File: src/lpm_pkg.sv
package lpm_pkg;
    // system clock period, 40 MHz
    localparam int SYS_PERIOD_NS = 25;
    // register offsets (byte addresses)
    localparam logic [7:0] CTRL_OFS = 8'h00;
    localparam logic [7:0] STAT_OFS = 8'h04;
    localparam int ADDR_W = 8;
    localparam int DATA_W = 32;
    // low_power_ctrl field layout
    localparam int MODE_LSB = 0;
    localparam int MODE_W = 2;
    localparam int QUAL_LSB = 2;
    localparam int QUAL_W = 6;
    localparam int QUAL_EN_BIT = 8;
    localparam int HALVE_BIT = 9;
    localparam int CTRL_USED_W = 10;
    localparam logic [CTRL_USED_W-1:0] CTRL_RESET = 10'h000;
    // status field layout
    localparam int STAT_STATE_LSB = 0;
    localparam int STAT_MODE_LSB = 4;
    localparam int STAT_PEND_BIT = 8;
    // low-power modes chosen by the mode field
    localparam logic [MODE_W-1:0] MODE_IDLE = 2'h0;
    localparam logic [MODE_W-1:0] MODE_STANDBY = 2'h1;
    localparam logic [MODE_W-1:0] MODE_HALT = 2'h2;
    // timing counts, in system clock cycles
    localparam int CNT_W = 18;
    localparam int HOLD_SHORT = 32;
    localparam int HOLD_LONG = 64;
    localparam int CLKOUT_STOP_MIN = 32;
    localparam int CLKOUT_STOP_MAX = 45;
    localparam int IDLE_RESUME = 20;
    localparam int STBY_RESUME_AWAKE = 100;
    localparam int STBY_RESUME_SLEEP = 1125;
    localparam int HALT_RESUME_RAM = 35;
    localparam int HALT_RESUME_FLASH = 1125;
    localparam int PLL_LOCK_OSC = 131072;
    localparam int OSC_START_DEFAULT = 1024;
    localparam int QUAL_BASE = 2;
    // sequencer states, gray coded in the order listed
    typedef enum logic [2:0] {
        ST_RUN = 3'h0,
        ST_HOLD = 3'h1,
        ST_STBY = 3'h3,
        ST_HALT = 3'h2,
        ST_OSC = 3'h6,
        ST_PLL = 3'h7,
        ST_RESUME = 3'h5,
        ST_IDLE = 3'h4
    } lpm_state_t;
endpackage

File: src/span_timer.sv
`timescale 1ns/1ps
// down counter: loaded with n, expire_out is high in the n-th cycle after load
module span_timer #(
    parameter int W = 18
) (
    input wire logic clk_in,
    input wire logic srst_in,
    input wire logic load_in,
    input wire logic [W-1:0] value_in,
    output logic expire_out
);
    logic [W-1:0] count_r; // remaining cycles

    // load wins over counting; stops at zero
    always_ff @(posedge clk_in)
    begin
        if (srst_in)
            count_r <= '0;
        else if (load_in)
            count_r <= value_in;
        else if (count_r != '0)
            count_r <= count_r - W'(1);
    end

    assign expire_out = (count_r == W'(1));
endmodule

File: src/low_power_mode_sequencer.sv
// The placing of the registers and the strobed register port were chosen for this implementation.
`timescale 1ns/1ps
module low_power_mode_sequencer
    import lpm_pkg::*;
#(
    parameter int PLL_LOCK_CYCLES = lpm_pkg::PLL_LOCK_OSC,
    parameter int OSC_START_CYCLES = lpm_pkg::OSC_START_DEFAULT
) (
    input wire logic clk_sys_in,
    input wire logic srst_in,
    input wire logic [lpm_pkg::ADDR_W-1:0] reg_addr_in,
    input wire logic [lpm_pkg::DATA_W-1:0] reg_wdata_in,
    input wire logic reg_wr_in,
    input wire logic reg_rd_in,
    output logic [lpm_pkg::DATA_W-1:0] reg_rdata_out,
    input wire logic idle_exec_in,
    input wire logic wake_irq_in,
    input wire logic watchdog_irq_in,
    input wire logic external_nmi_in,
    input wire logic external_reset_pin_n_in,
    input wire logic wake_pin_n_in,
    input wire logic flash_asleep_in,
    input wire logic code_in_ram_in,
    input wire logic crystal_source_in,
    output logic clock_out_pin_out,
    output logic core_clk_en_out,
    output logic periph_clk_en_out,
    output logic pll_en_out,
    output logic osc_en_out,
    output logic watchdog_en_out,
    output logic cpu_resume_out,
    output logic service_irq_out
);
    import lpm_pkg::*;

    lpm_state_t state_r; // sequencer state
    lpm_state_t state_nxt;
    logic [CTRL_USED_W-1:0] ctrl_r; // low_power_ctrl contents
    logic [MODE_W-1:0] mode_r; // mode caught at the idle instruction
    logic halve_r; // halving bit caught at the idle instruction
    logic pend_irq_r; // an interrupt caused the wake
    logic [QUAL_W:0] qual_run_r; // consecutive active wake cycles
    logic [CNT_W-1:0] hold_len; // clock hold length for this entry
    logic [CNT_W-1:0] dwell_r; // cycles spent in the current state
    logic clk_run_r; // clock pin allowed to toggle
    logic tmr_load;
    logic [CNT_W-1:0] tmr_value;
    logic tmr_expire;
    logic irq_wake; // wake sources that may need servicing
    logic any_wake; // any idle-class wake source
    logic halt_wake; // wakes seen with no clock running
    logic qual_ok; // standby wake accepted after qualification
    logic [MODE_W-1:0] mode_sel;
    logic [CNT_W-1:0] stby_lat_r; // helper: cycles since a standby wake, for checking

    // sequencer delay counter, shared by every timed state
    span_timer #(
        .W(CNT_W)
    ) u_timer (
        .clk_in(clk_sys_in),
        .srst_in(srst_in),
        .load_in(tmr_load),
        .value_in(tmr_value),
        .expire_out(tmr_expire)
    );

    assign mode_sel = ctrl_r[MODE_LSB +: MODE_W];
    assign irq_wake = wake_irq_in | watchdog_irq_in | external_nmi_in;
    assign any_wake = irq_wake | ~external_reset_pin_n_in;
    // pin sampled as a level; a real part starts on the raw edge
    assign halt_wake = ~wake_pin_n_in | ~external_reset_pin_n_in;
    assign hold_len = halve_r ? CNT_W'(HOLD_LONG) : CNT_W'(HOLD_SHORT);

    // qualified when active for 2 + count cycles in a row
    always_comb
    begin
        if (ctrl_r[QUAL_EN_BIT])
            qual_ok = any_wake && ((qual_run_r + (QUAL_W+1)'(1)) >=
                      ((QUAL_W+1)'(QUAL_BASE) + {1'b0, ctrl_r[QUAL_LSB +: QUAL_W]}));
        else
            qual_ok = any_wake;
    end

    // run length of the standby wake input
    always_ff @(posedge clk_sys_in)
    begin
        if (srst_in)
            qual_run_r <= '0;
        else if (state_r != ST_STBY || !any_wake)
            qual_run_r <= '0;
        else if (qual_run_r != '1)
            qual_run_r <= qual_run_r + (QUAL_W+1)'(1);
    end

    // next state and timer load
    always_comb
    begin
        state_nxt = state_r;
        tmr_load = 1'b0;
        tmr_value = '0;
        case (state_r)
            ST_RUN:
            begin
                // only a settled core may request; mode sampled now
                if (idle_exec_in)
                begin
                    if (mode_sel == MODE_IDLE)
                        state_nxt = ST_IDLE;
                    else
                    begin
                        state_nxt = ST_HOLD;
                        tmr_load = 1'b1;
                        tmr_value = ctrl_r[HALVE_BIT] ? CNT_W'(HOLD_LONG) : CNT_W'(HOLD_SHORT);
                    end
                end
            end
            ST_HOLD:
            begin
                // pipeline drain before the clock is gated
                if (tmr_expire)
                    state_nxt = (mode_r == MODE_HALT) ? ST_HALT : ST_STBY;
            end
            ST_IDLE:
            begin
                if (any_wake)
                begin
                    state_nxt = ST_RESUME;
                    tmr_load = 1'b1;
                    // the registered resume strobe adds a cycle, so load one less
                    tmr_value = CNT_W'(IDLE_RESUME - 1);
                end
            end
            ST_STBY:
            begin
                if (qual_ok)
                begin
                    state_nxt = ST_RESUME;
                    tmr_load = 1'b1;
                    tmr_value = (flash_asleep_in && !code_in_ram_in) ?
                                CNT_W'(STBY_RESUME_SLEEP - 1) : CNT_W'(STBY_RESUME_AWAKE - 1);
                end
            end
            ST_HALT:
            begin
                // waker must keep the pin low through oscillator start
                if (halt_wake)
                begin
                    state_nxt = ST_OSC;
                    tmr_load = 1'b1;
                    tmr_value = CNT_W'(OSC_START_CYCLES);
                end
            end
            ST_OSC:
            begin
                if (tmr_expire)
                begin
                    state_nxt = ST_PLL;
                    tmr_load = 1'b1;
                    tmr_value = CNT_W'(PLL_LOCK_CYCLES);
                end
            end
            ST_PLL:
            begin
                // full wait whether or not the pll is used
                if (tmr_expire)
                begin
                    state_nxt = ST_RESUME;
                    tmr_load = 1'b1;
                    tmr_value = code_in_ram_in ? CNT_W'(HALT_RESUME_RAM - 1) :
                                CNT_W'(HALT_RESUME_FLASH - 1);
                end
            end
            ST_RESUME:
            begin
                // wakes and requests are not looked at here
                if (tmr_expire)
                    state_nxt = ST_RUN;
            end
            default:
                state_nxt = ST_RUN;
        endcase
    end

    // state register
    always_ff @(posedge clk_sys_in)
    begin
        if (srst_in)
            state_r <= ST_RUN;
        else
            state_r <= state_nxt;
    end

    // request attributes caught when the idle instruction runs
    always_ff @(posedge clk_sys_in)
    begin
        if (srst_in)
        begin
            mode_r <= MODE_IDLE;
            halve_r <= 1'b0;
        end
        else if (state_r == ST_RUN && idle_exec_in)
        begin
            mode_r <= mode_sel;
            halve_r <= ctrl_r[HALVE_BIT];
        end
    end

    // remember whether an interrupt woke us, so it is serviced
    always_ff @(posedge clk_sys_in)
    begin
        if (srst_in)
            pend_irq_r <= 1'b0;
        else if ((state_r == ST_IDLE || state_r == ST_STBY) && state_nxt == ST_RESUME)
            pend_irq_r <= irq_wake;
        else if (state_r == ST_HALT && state_nxt == ST_OSC)
            pend_irq_r <= ~wake_pin_n_in;
        else if (state_r == ST_RUN)
            pend_irq_r <= 1'b0;
    end

    // cycles in the current state, for the clock pin stop and checking
    always_ff @(posedge clk_sys_in)
    begin
        if (srst_in)
            dwell_r <= '0;
        else if (state_nxt != state_r)
            dwell_r <= '0;
        else if (dwell_r != '1)
            dwell_r <= dwell_r + CNT_W'(1);
    end

    // clock pin stops 32 cycles into the hold
    always_ff @(posedge clk_sys_in)
    begin
        if (srst_in)
            clk_run_r <= 1'b1;
        else if (state_nxt == ST_RUN || state_nxt == ST_IDLE)
            clk_run_r <= 1'b1;
        else if (state_r == ST_HOLD && dwell_r >= CNT_W'(CLKOUT_STOP_MIN - 3))
            clk_run_r <= 1'b0;
    end

    // clock pin: half rate copy of the system clock while running
    always_ff @(posedge clk_sys_in)
    begin
        if (srst_in)
            clock_out_pin_out <= 1'b0;
        else if (clk_run_r)
            clock_out_pin_out <= ~clock_out_pin_out;
        else
            clock_out_pin_out <= 1'b0;
    end

    // clock and oscillator enables follow the next state
    always_ff @(posedge clk_sys_in)
    begin
        if (srst_in)
        begin
            core_clk_en_out <= 1'b1;
            periph_clk_en_out <= 1'b1;
            pll_en_out <= 1'b1;
            osc_en_out <= 1'b1;
            watchdog_en_out <= 1'b1;
        end
        else
        begin
            core_clk_en_out <= (state_nxt == ST_RUN || state_nxt == ST_HOLD);
            periph_clk_en_out <= (state_nxt == ST_RUN || state_nxt == ST_HOLD ||
                                  state_nxt == ST_IDLE);
            pll_en_out <= (state_nxt != ST_HALT && state_nxt != ST_OSC);
            // external clock sources are not ours to stop
            osc_en_out <= !(state_nxt == ST_HALT && crystal_source_in);
            watchdog_en_out <= (state_nxt != ST_HALT);
        end
    end

    // resume strobe, with interrupt service when one woke us
    always_ff @(posedge clk_sys_in)
    begin
        if (srst_in)
        begin
            cpu_resume_out <= 1'b0;
            service_irq_out <= 1'b0;
        end
        else
        begin
            cpu_resume_out <= (state_r == ST_RESUME && tmr_expire);
            service_irq_out <= (state_r == ST_RESUME && tmr_expire && pend_irq_r);
        end
    end

    // control register writes; undefined bits dropped
    always_ff @(posedge clk_sys_in)
    begin
        if (srst_in)
            ctrl_r <= CTRL_RESET;
        else if (reg_wr_in && reg_addr_in == CTRL_OFS)
            ctrl_r <= reg_wdata_in[CTRL_USED_W-1:0];
    end

    // read data one cycle after the strobe, zero otherwise
    always_ff @(posedge clk_sys_in)
    begin
        if (srst_in)
            reg_rdata_out <= '0;
        else if (reg_rd_in && reg_addr_in == CTRL_OFS)
            reg_rdata_out <= {{(DATA_W-CTRL_USED_W){1'b0}}, ctrl_r};
        else if (reg_rd_in && reg_addr_in == STAT_OFS)
            reg_rdata_out <= {{(DATA_W-9){1'b0}}, pend_irq_r, 2'h0, mode_r, 1'b0, state_r};
        else
            reg_rdata_out <= '0;
    end

    // helper: counts from the standby wake; the long bound is too far for a delay range
    always_ff @(posedge clk_sys_in)
    begin
        if (srst_in)
            stby_lat_r <= '0;
        else if (state_r == ST_STBY && state_nxt == ST_RESUME)
            stby_lat_r <= CNT_W'(1);
        else if (cpu_resume_out)
            stby_lat_r <= '0;
        else if (stby_lat_r != '0 && stby_lat_r != '1)
            stby_lat_r <= stby_lat_r + CNT_W'(1);
    end
endmodule

File: config.mk
export PLATFORM = sky130hd
export DESIGN_NAME = low_power_mode_sequencer
export DESIGN_NICKNAME = d
export VERILOG_FILES = /design/src/lpm_pkg.sv /design/src/span_timer.sv /design/src/low_power_mode_sequencer.sv
export SDC_FILE = /design/constraint.sdc
export NUM_CORES = 1
export LEC_CHECK = 0
export BUFFER_PORTS_ARGS = -buffer_cell sky130_fd_sc_hd__buf_2
export CORE_UTILIZATION = 25
export DETAILED_ROUTE_END_ITERATION = 8
export GPL_TIMING_DRIVEN = 0
export PLACE_DENSITY = 0.47
export SLEW_MARGIN = 10
export SYNTH_ARGS = -nofsm -noshare
export SYNTH_HDL_FRONTEND = slang
export SYNTH_SLANG_ARGS = --single-unit
File: constraint.sdc
create_clock -name clk_sys_in -period 3.4 [get_ports clk_sys_in]
set_input_delay 0.34 -clock clk_sys_in [delete_from_list [all_inputs] [get_ports clk_sys_in]]
set_output_delay 0.34 -clock clk_sys_in [all_outputs]
set_load 0.05 [all_outputs]
-- Word level (Yosys, flattened, before mapping)
Index checks and enable logic that the tools add are counted.
- register bits after elaboration: 100
- bits in latches: 0
- bits in writable memories: 0
- bits in read-only memories: 0
- input port bits: 53
- output and inout bits: 40
- word-level logic and storage cells: 124
- memories: 0
- add/subtract/negate cells: 4
- $mul: 0
- div/mod/pow operators: 0
- magnitude comparators: 2
- eq/ne operators: 21
- shift-type cells: 0
- multiplexer cells: 37
- bitwise gates (word level): 8
- reductions and logical operators: 34
- operators by type and width (cell ; number):
    $pmux 18 s6 ; 1
    $mux 11 ; 5
    $mux 18 ; 3
    $mux 3 ; 9
    $pmux 3 s8 ; 1
    $eq 3x3->1 const B ; 7
    $mux 7 ; 3
    $add 18x1->18 const B ; 1
    $eq 18x1->1 const B ; 1
    $ge 18x5->1 const B ; 1
    $ne 18x18->1 const B ; 1
    $reduce_bool 18->1 ; 1
    $sub 18x1->18 const B ; 1
    $logic_and 1x1->1 ; 13
    $reduce_or 2->1 ; 6
    $mux 1 ; 11
    $mux 10 ; 1
    $eq 3x2->1 const B ; 3
    $mux 9 ; 1
    $eq 8x3->1 const B ; 1
    $logic_not 8->1 ; 1
    $add 2x6->7 const A ; 1
    $add 7x1->7 const B ; 1
    $ge 7x7->1 ; 1
    16 further kinds ; 31

-- Logic depth before layout (Yosys ltp)
Gate-level depths: netlist of the first run.
- depth after elaboration: 11
- mapped depth: 13
- depth with buffers taken out: 11

-- Cells and area by module
From an unflattened synthesis of the first run, not the netlist that was laid out.
- cell total of the unflattened synthesis: 495
- area, all modules: 4279.1 µm²
- modules (own cells, without submodules) (module ; instances ; cells each ; area each (µm²) ; seq. area each (µm²)):
    low_power_mode_sequencer ; 1 ; 369 ; 3260.6 ; 1201.2
    span_timer ; 1 ; 126 ; 1018.5 ; 360.3

-- Worst setup path before layout of the first run
Ideal clock, no wire load.
- path type: reg-to-reg
- from: reg qual_run_r[0]
- to: reg dwell_r[1]
- library setup time: 0.063 ns
- data arrival time: 2.749 ns
- data required time: 3.337 ns
- path slack: 0.588 ns
- cell stages (with the launch flop): 14
- path buffers: 2
- clock period less this slack: 2.812 ns
- cells stage by stage: dfxtp_1 > ha_1 > nand3_1 > nor2_1 > xor2_1 > ha_1 > and4_1 > o21ai_0 > o211ai_1 > a22o_1 > a211o_1 > buf_2 > buf_6 > nor2_2
- longest elaborated chain between the ends: 8
- RTL lines (item ; line ; RTL):
    start, declared ; low_power_mode_sequencer.sv:42 ; logic [QUAL_W:0] qual_run_r;
    start signal, assigned ; low_power_mode_sequencer.sv:92 ; qual_run_r <= qual_run_r + (QUAL_W+1)'(1);
    $add 7x1->7 ; low_power_mode_sequencer.sv:78 ; qual_ok = any_wake && ((qual_run_r + (QUAL_W+1)'(1)) >=
    $ge 7x7->1 ; low_power_mode_sequencer.sv:78 ;
    $logic_and 1x1->1 ; low_power_mode_sequencer.sv:78 ;
    $mux 1 ; low_power_mode_sequencer.sv:77 ; if (ctrl_r[QUAL_EN_BIT])
    $mux 3 ; low_power_mode_sequencer.sv:135 ; if (qual_ok)
    $pmux 3 s8 ; low_power_mode_sequencer.sv:101 ; case (state_r)
    $ne 3x3->1 ; low_power_mode_sequencer.sv:226 ; else if (state_nxt != state_r)
    $reduce_or 2->1 (no source line) ; - ;
    end signal, assigned ; low_power_mode_sequencer.sv:229 ; dwell_r <= dwell_r + CNT_W'(1);
    end, declared ; low_power_mode_sequencer.sv:44 ; logic [CNT_W-1:0] dwell_r;
Every way passes these cells.
A chain may end at the register's enable or synchronous reset.

-- Final worst setup path of the first run
- from: reg qual_run_r[0]
- to: reg dwell_r[2]
The elaborated chain is that of the path after synthesis.

==> flow_metrics.env, run 1 <==
export IMPL_row_count=46
export IMPL_synth_top_area_cell="dfxtp_1"
export IMPL_r2r_start="qual_run_r[0]"
export IMPL_ant_nets=0
export IMPL_utilization=0.312
export IMPL_start_kind="register"
export IMPL_synth_top_area_share=0.383
export IMPL_synth_area_leaders="dfxtp_1 38%, nor2_1 5.5%, mux2i_1 4.7%, ha_1 4.3%, xor2_1 4.3%"
export IMPL_syn_area_um2=4080
export IMPL_portBuffers=47
export IMPL_rsz0062_at_grt="no"
export IMPL_grt_pass1_wl_um=16200
export IMPL_fin_skew_ns=0.00821
export IMPL_routed_via_density=4.46
export IMPL_power_mw=3.61
export IMPL_grt_pass1_vias=3274
export IMPL_p_clk_frac=0.267
export IMPL_dpl_hpwl_um=7380
export IMPL_hold_viol_final=0
export IMPL_synth_commonest_cells="78 x dfxtp_1, 60 x nor2_1, 24 x nand3_1"
export IMPL_cts_tree="done"
export IMPL_seq_area_frac_synth=0.383
export IMPL_grt_max_degree=15
export IMPL_place_ws_ns=0.151
export IMPL_ys_flop_type="dfxtp_1"
export IMPL_required_ns=3.68
export IMPL_endpoint_kind="register"
export IMPL_antenna_found_initial=0
export IMPL_clk_path_buf_depth=2
export IMPL_firstDrtPassIters=4
export IMPL_hp_class="in2reg"
export IMPL_grt_usage=0.125
export IMPL_place_area_um2=4660
export IMPL_cp_max_fo=10
export IMPL_antennaDiodeCount=0
export IMPL_gp_congestion=0.809
export IMPL_fmax_ghz=0.316
export IMPL_synth_edf_count=0
export IMPL_wirelength_um=9770
export IMPL_async_reset_ff_frac=0
export IMPL_finalCritPeriodShare=0.930
export IMPL_internal_power_mw=2.17
export IMPL_place_inst=740
export IMPL_holdPathEnd="osc_en_out"
export IMPL_combPwrFrac=0.406
export IMPL_post_drt_wl_per_cell_um=12.9
export IMPL_hp_start="crystal_source_in"
export IMPL_r2r_slack_ns=0.24
export IMPL_cts_sinks=78
export IMPL_clock_latency_ns=0.35
export IMPL_syn_avg_cell_area_um2=8.94
export IMPL_status="completed"
export IMPL_crit_type="reg2reg"
export IMPL_start_util=0.257
export IMPL_fin_setup_tns_ns=0
export IMPL_ys_types=65
export IMPL_power_share_sequential=0.327
export IMPL_synth_cells=456
export IMPL_synth_most_common_cell="dfxtp_1"
export IMPL_numCtsBuffers=9
export IMPL_path_clk_slew_ns=0.06
export IMPL_fin_cells=756
export IMPL_die_w_um=130
export IMPL_fp_dieArea_um2=16800
export IMPL_cts_max_level=3
export IMPL_synthToLayoutAreaGrowth_pct=21.8
export IMPL_p_leak_nw=2.08
export IMPL_finalCriticalPeriod_ns=3.16
export IMPL_ys_seq_elements=78
export IMPL_die_h_um=130
export IMPL_holdPathStages=2
export IMPL_whs_ns=0.179
export IMPL_final_max_slew_viol_count=0
export IMPL_fill_cells=1696
export IMPL_final_area_um2=4960
export IMPL_core_um2=15900
export IMPL_drt_iter0_drc=165
export IMPL_ff2ff_path_depth=13
export IMPL_reg2reg_to="dwell_r[2]"
export IMPL_clockRootBuffer="clkbuf_16"
export IMPL_yosysWarnings=0
export IMPL_drive_above_1_share=0.213
export IMPL_nets=602
export IMPL_worst_slack_ns=0.237
export IMPL_overflow=0
export IMPL_vdd_drop_max_v=0.000343
export IMPL_p_switching_mw=1.44
export IMPL_maxCapViolCount=0
export IMPL_p_sw_frac=0.399
export IMPL_max_slew_margin_rel=0.484
export IMPL_powerDensity_nw_per_um2=728
export IMPL_worstPathArrival_ns=3.45
export IMPL_io_pins=93
export IMPL_remaining_drc_errors=0
export IMPL_worst_pin_slew_ns=0.773
export IMPL_vias=3373
export IMPL_setup_viol_count_final=0
## cell type report
type | count | area (um2) | share of cell area
clock buffer | 9 | 225 | 0.0454
clock inverter | 7 | 75.1 | 0.0151
timing repair buffer | 47 | 235 | 0.0474
tap | 216 | 270 | 0.0545
sequential | 78 | 1560 | 0.315
buffer | 38 | 238 | 0.0479
inverter | 9 | 33.8 | 0.00681
multi-input combinational | 352 | 2320 | 0.468
## layout by cell type (no fill, tap or decap), drive strengths merged, types with 9 or more instances in the layout
cell / n
xor2: 20
nand3: 25
nor3: 16
nor2: 70
xnor2: 16
mux2i: 19
buf: 72
nand4: 10
nand2: 20
clkbuf: 22
dfxtp: 78
a21oi: 20
conb: 22
inv: 9
ha: 14
## layer usage
metal | track usage | share of wire | vias to the layer above
li1 | - | - | 1735
met1 | 0.160 | 0.49 | 1551
met2 | 0.201 | 0.45 | 77
met3 | 0.0297 | 0.044 | 10
met4 | 0.0506 | 0.017 | 0
met5 | 0 | 0 | -
## kinds of logic after synthesis
family                   Yosys count  synth area share
flip-flops                        78             0.383
buffers and inverters             47            0.0666
AND/OR/NAND/NOR                  196             0.266
other                              1          0.000920
multiplexers                      19            0.0467
XOR/XNOR                          36            0.0774
AO/OA/AOI/OAI                     65             0.117
adder cells (fa/ha/maj)           14            0.0430
## power groups by stage
stage	Combinational, mW	Sequential [mW]	Clock (mW)
floorplan	1.11	1.22	0
global placement	1.46	1.20	0
detailed placement	1.47	1.20	0
CTS	1.48	1.18	0.995
global route	1.63	1.20	1.04
finish	1.47	1.18	0.966
## worst max-delay path, cell delays in order (launching register included)
cell	delay (ns)
dfxtp_1	0.41
ha_1	0.21
nand3_1	0.14
nor2_2	0.25
xor2_1	0.22
ha_1	0.27
and4_1	0.19
o21ai_0	0.10
o211ai_1	0.26
a22o_1	0.29
a211o_1	0.30
buf_2	0.19
buf_6	0.17
nor2_2	0.10
## flip-flops by register name, summed over array words and instances (netlist names), 2 cells and up
| register | count |
|---|---|
| dwell_r | 18 |
| u_timer.count_r | 18 |
| ctrl_r | 10 |
| reg_rdata_out | 10 |
| qual_run_r | 7 |
| state_r | 3 |
| mode_r | 2 |
## worst max-delay path by stage
stage	to	start	slack [ns]	depth (start not counted)
after floorplan	dwell_r[1]	qual_run_r[0]	0.59	13
after global placement	dwell_r[15]	qual_run_r[0]	0.17	13
after global routing	dwell_r[1]	qual_run_r[0]	0.008	13
final	dwell_r[2]	qual_run_r[0]	0.24	13
after CTS	dwell_r[2]	qual_run_r[0]	0.13	13
after detailed placement	dwell_r[2]	qual_run_r[0]	0.15	13
## repair_timing
action                     CTS  global route
hold buffers                 0             0
buffers inserted             0             0
setup endpoints to repair    0            23
resized for setup            0             1
Note: power is estimated with default switching activity, not from simulation.
==> run 2: changes to the inputs <==
--- a/config.mk
+++ b/config.mk
@@ -5,11 +5,11 @@
 export SDC_FILE = /design/constraint.sdc
 export NUM_CORES = 1
 export LEC_CHECK = 0
-export BUFFER_PORTS_ARGS = -buffer_cell sky130_fd_sc_hd__buf_2
 export CORE_UTILIZATION = 25
 export DETAILED_ROUTE_END_ITERATION = 8
+export DONT_BUFFER_PORTS = 1
 export GPL_TIMING_DRIVEN = 0
-export PLACE_DENSITY = 0.47
+export PLACE_DENSITY = 0.42
 export SLEW_MARGIN = 10
 export SYNTH_ARGS = -nofsm -noshare
 export SYNTH_HDL_FRONTEND = slang
==> flow_metrics.env, run 2 (same netlist as run 1, synthesis figures left out) <==
export IMPL_cpMostUsedCell="ha_1"
export IMPL_fmax_ghz=0.323
export IMPL_antenna_found_initial=0
export IMPL_routed_via_density=4.58
export IMPL_gp_congestion=0.801
export IMPL_grt_max_degree=13
export IMPL_worstPathArrival_ns=3.37
export IMPL_firstDrtPassIters=5
export IMPL_nets=556
export IMPL_required_ns=3.68
export IMPL_vias=3248
export IMPL_final_max_slew_viol_count=0
export IMPL_overflow=0
export IMPL_drt_iter0_drc=182
export IMPL_finalCriticalPeriod_ns=3.09
export IMPL_layout_commonest_cell="dfxtp_1"
export IMPL_busiest_layer="met2"
export IMPL_portBuffers=0
export IMPL_grt_usage=0.126
export IMPL_crit_chain="ha_1 > nand3_1 > nor2_4 > xor2_1 > ha_1 > and4_1 > o21ai_0 > o211ai_1 > buf_4 > a22o_1 > a211o_1 > buf_2 > buf_6 > nor2_2"
export IMPL_die_h_um=130
export IMPL_numCtsBuffers=9
export IMPL_cp_max_fo=10
export IMPL_path_clk_slew_ns=0.06
export IMPL_clk_path_buf_depth=2
export IMPL_cts_max_level=3
export IMPL_mostFrequentLayoutCells="78 x dfxtp_1, 59 x nor2_1, 24 x nand3_1, 24 x buf_4, 22 x conb_1"
export IMPL_antennaDiodeCount=0
export IMPL_maxCapViolCount=0
export IMPL_max_stage_delay_ns=0.41
export IMPL_start_kind="register"
export IMPL_remaining_drc_errors=0
export IMPL_max_slew_margin_rel=0.505
export IMPL_drive_above_1_share=0.136
export IMPL_ctsHoldBuffers=0
export IMPL_fin_setup_tns_ns=0
export IMPL_setup_viol_count_final=0
export IMPL_dpl_hpwl_um=7360
export IMPL_core_um2=15900
export IMPL_crit_type="reg2reg"
export IMPL_row_count=46
export IMPL_hp_class="in2reg"
export IMPL_fp_dieArea_um2=16800
export IMPL_met1_usage=0.164
export IMPL_powerDensity_nw_per_um2=761
export IMPL_finalCritPeriodShare=0.909
export IMPL_use_met2=0.201
export IMPL_status="completed"
export IMPL_hold_viol_final=0
export IMPL_grt_pass1_wl_um=16400
export IMPL_clockRootBuffer="clkbuf_16"
export IMPL_vdd_drop_max_v=0.000277
export IMPL_p_leak_nw=1.89
export IMPL_grt_pass1_vias=3175
export IMPL_rsz0062_at_grt="no"
export IMPL_clock_latency_ns=0.34
export IMPL_met3_usage=0.0347
export IMPL_place_inst=693
export IMPL_cts_sinks=78
export IMPL_cts_tree="done"
export IMPL_wirelength_um=9840
export IMPL_die_w_um=130
export IMPL_post_drt_wl_per_cell_um=13.9
export IMPL_worst_pin_slew_ns=0.742
export IMPL_endpoint_kind="register"
export IMPL_fin_skew_ns=0.00576
export IMPL_synthToLayoutAreaGrowth_pct=16.1
export IMPL_start_util=0.257
export IMPL_largest_registers="dwell_r: 18 flops, u_timer.count_r: 18 flops"
export IMPL_fin_cells=709
export IMPL_cp_slowest_cell="dfxtp_1"
export IMPL_io_pins=93
export IMPL_ant_nets=0
[run 2: path summary, 6_finish.rpt]
kind | startpoint | endpoint | slack (ns) | cells past startpoint
max | qual_run_r[0] | dwell_r[0] | 0.31 | 14
min | crystal_source_in | osc_en_out | 0.07 | 1
max reg2reg | qual_run_r[0] | dwell_r[0] | 0.31 | 14
min reg2reg | clk_run_r | clk_run_r | 0.49 | 2
[run 2: worst max-delay path: cells and delay by family, from the launching register on]
family	cells	cell delay (ns)
adder cells (fa/ha/maj)	2	0.50
AO/OA/AOI/OAI	4	0.71
AND/OR/NAND/NOR	4	0.64
buffers and inverters	3	0.54
XOR/XNOR	1	0.21
flip-flops	1	0.41
[run 2: cell type report]
type                            instances  area (um2)
Buffer                                 38         238
Clock buffer                           11         243
Clock inverter                          4        47.5
Fill cell                            1732       11200
Inverter                                9        33.8
Multi-Input combinational cell        352        2330
Sequential cell                        78        1560
Tap cell                              216         270
Timing Repair Buffer                    1        7.51
[run 2: report_power, final]
group / switching, mW / internal [mW] / leakage [nW]
logic: 0.871 / 0.543 / 1.12
registers: 0.192 / 1.04 / 0.632
clock network: 0.372 / 0.582 / 0.141
total: 1.43 / 2.17 / 1.89
[run 2: timing repair]
action	in CTS	in global routing
endpoints found under the setup margin	0	33
resized for setup	0	2
setup buffers	0	1
[run 2: layer usage]
layer / up-vias / wire length (um)
met5: - / 0
met4: 0 / 101
met3: 7 / 586
met2: 93 / 4350
met1: 1494 / 4800
li1: 1654 / -
[run 2: metrics by stage]
stage	total power, mW	area, um2	setup slack (ns)	hold WS [ns]	utilization
finish	3.60	4730	0.309	0.0719	0.298
global route	3.85	4730	0.0121	0.0840	0.298
CTS	3.64	4710	0.0876	0.0608	0.297
detailed placement	2.66	4420	0.110	0.425	0.279
global placement	2.66	4420	0.133	0.420	0.279
floorplan	2.33	4150	0.588	0.414	-
==> run 3: changes to the inputs <==
--- a/config.mk
+++ b/config.mk
@@ -5,11 +5,12 @@
 export SDC_FILE = /design/constraint.sdc
 export NUM_CORES = 1
 export LEC_CHECK = 0
-export CORE_UTILIZATION = 25
+export CORE_UTILIZATION = 41
 export DETAILED_ROUTE_END_ITERATION = 8
 export DONT_BUFFER_PORTS = 1
+export GPL_ROUTABILITY_DRIVEN = 0
 export GPL_TIMING_DRIVEN = 0
-export PLACE_DENSITY = 0.42
+export PLACE_DENSITY = 0.59
 export SLEW_MARGIN = 10
 export SYNTH_ARGS = -nofsm -noshare
 export SYNTH_HDL_FRONTEND = slang
==> flow_metrics.env, run 3 (same netlist as run 1, synthesis figures left out) <==
export IMPL_ant_nets=0
export IMPL_crit_path_end="dwell_r[15]"
export IMPL_nets=556
export IMPL_powerDensity_nw_per_um2=743
export IMPL_ff2ff_path_depth=14
export IMPL_die_h_um=102
export IMPL_fin_skew_ns=0.0144
export IMPL_finalCriticalPeriod_ns=3.12
export IMPL_crit_start="qual_run_r[0]"
export IMPL_routed_via_density=5.13
export IMPL_status="completed"
export IMPL_start_kind="register"
export IMPL_core_um2=9680
export IMPL_final_max_slew_viol_count=0
export IMPL_setup_viol_count_final=0
export IMPL_p_clk_frac=0.231
export IMPL_cp_max_fo=10
export IMPL_utilization=0.470
export IMPL_vias=3217
export IMPL_p_switching_mw=1.37
export IMPL_clockRootBuffer="clkbuf_8"
export IMPL_cts_max_level=3
export IMPL_final_area_um2=4550
export IMPL_vdd_drop_max_v=0.000317
export IMPL_grt_pass1_wl_um=14400
export IMPL_drt_iter0_drc=120
export IMPL_row_count=36
export IMPL_combPwrFrac=0.407
export IMPL_r2r_slack_ns=0.28
export IMPL_cts_sinks=78
export IMPL_mostFrequentLayoutCells="78 x dfxtp_1, 60 x nor2_1, 24 x nand3_1, 24 x buf_4, 22 x conb_1"
export IMPL_fin_cells=627
export IMPL_ctsHoldBuffers=0
export IMPL_p_sw_frac=0.404
export IMPL_maxCapViolCount=0
export IMPL_place_area_um2=4320
export IMPL_max_slew_margin_rel=0.496
export IMPL_io_pins=93
export IMPL_portBuffers=0
export IMPL_grt_max_degree=14
export IMPL_worst_pin_slew_ns=0.755
export IMPL_fp_dieArea_um2=10300
export IMPL_place_inst=610
export IMPL_hp_class="in2reg"
export IMPL_power_mw=3.38
export IMPL_remaining_drc_errors=0
export IMPL_fin_setup_tns_ns=0
export IMPL_worst_slack_ns=0.278
export IMPL_synthToLayoutAreaGrowth_pct=11.7
export IMPL_dpl_hpwl_um=6530
export IMPL_cts_tree="done"
export IMPL_finalCritPeriodShare=0.918
export IMPL_post_drt_wl_per_cell_um=13.8
export IMPL_clk_path_buf_depth=2
export IMPL_reg2reg_to="dwell_r[15]"
export IMPL_r2r_start="qual_run_r[0]"
export IMPL_layout_commonest_cell="dfxtp_1"
export IMPL_path_clk_slew_ns=0.08
export IMPL_firstDrtPassIters=4
export IMPL_place_ws_ns=0.210
export IMPL_die_w_um=102
export IMPL_cts_repair_resized=0
export IMPL_antenna_found_initial=0
export IMPL_largest_registers="dwell_r: 18 flops, u_timer.count_r: 18 flops"
export IMPL_crit_type="reg2reg"
export IMPL_cts_setup_buffers=0
export IMPL_grt_pass1_vias=3097
export IMPL_whs_ns=0.0580
export IMPL_hold_viol_final=0
export IMPL_p_leak_nw=1.86
export IMPL_fmax_ghz=0.320
export IMPL_rsz0062_at_grt="no"
export IMPL_antennaDiodeCount=0
export IMPL_required_ns=3.69
export IMPL_wirelength_um=8660
export IMPL_overflow=0
export IMPL_worstPathArrival_ns=3.41
export IMPL_numCtsBuffers=9
export IMPL_clock_latency_ns=0.36
export IMPL_power_share_sequential=0.362
export IMPL_grt_usage=0.180
export IMPL_start_util=0.421
export IMPL_drive_above_1_share=0.136
export IMPL_internal_power_mw=2.02
export IMPL_endpoint_kind="register"
## run 3: cell count changes in the layout (fill, tap and decap cells not counted)
cell        change
nor2_4          -1
bufinv_16       +1
clkbuf_16       -9
clkinv_2        -1
clkbuf_8        +9
clkinvlp_4      -1
nor2_1          +1
clkinv_4        +2
## run 3: power by group through the flow
stage                     logic (mW)  registers [mW]  clock network [mW]
after floorplan                 1.11            1.22                   0
after global placement          1.36            1.25                   0
after detailed placement        1.37            1.25                   0
final                           1.38            1.23               0.782
after CTS                       1.38            1.23               0.804
after global routing            1.54            1.25               0.836
## run 3: cell type report
class,count,area (um2)
sequential,78,1560
buffer,38,238
tap,133,166
fill,939,5130
multi-input combinational,352,2320
clock inverter,5,82.6
inverter,9,33.8
timing repair buffer,1,7.51
clock buffer,11,141
## run 3: how the worst min path moves through the flow
stage / from / to / cells past startpoint
floorplan: crystal_source_in / osc_en_out / 1
global placement: crystal_source_in / osc_en_out / 1
detailed placement: crystal_source_in / osc_en_out / 1
CTS: crystal_source_in / osc_en_out / 1
global route: crystal_source_in / osc_en_out / 1
finish: crystal_source_in / osc_en_out / 1
## run 3: per-layer routing
metal | vias to the layer above | share of wire | GRT usage
met5 | - | 0 | 0
met4 | 0 | 0.017 | 0.0881
met2 | 72 | 0.46 | 0.297
met1 | 1489 | 0.48 | 0.225
li1 | 1646 | - | -
met3 | 10 | 0.043 | 0.0317
## run 3: critical path, cell delays in order, from the launching register on
cell and delay (ns):
dfxtp_1 0.41, ha_1 0.20, nand3_1 0.13, nor2_1 0.33, xor2_1 0.21, ha_1 0.26, and4_1 0.19, o21ai_0 0.10
o211ai_1 0.11, buf_4 0.17, a22o_1 0.20, a211o_1 0.28, buf_2 0.18, buf_6 0.17, nor2_2 0.10
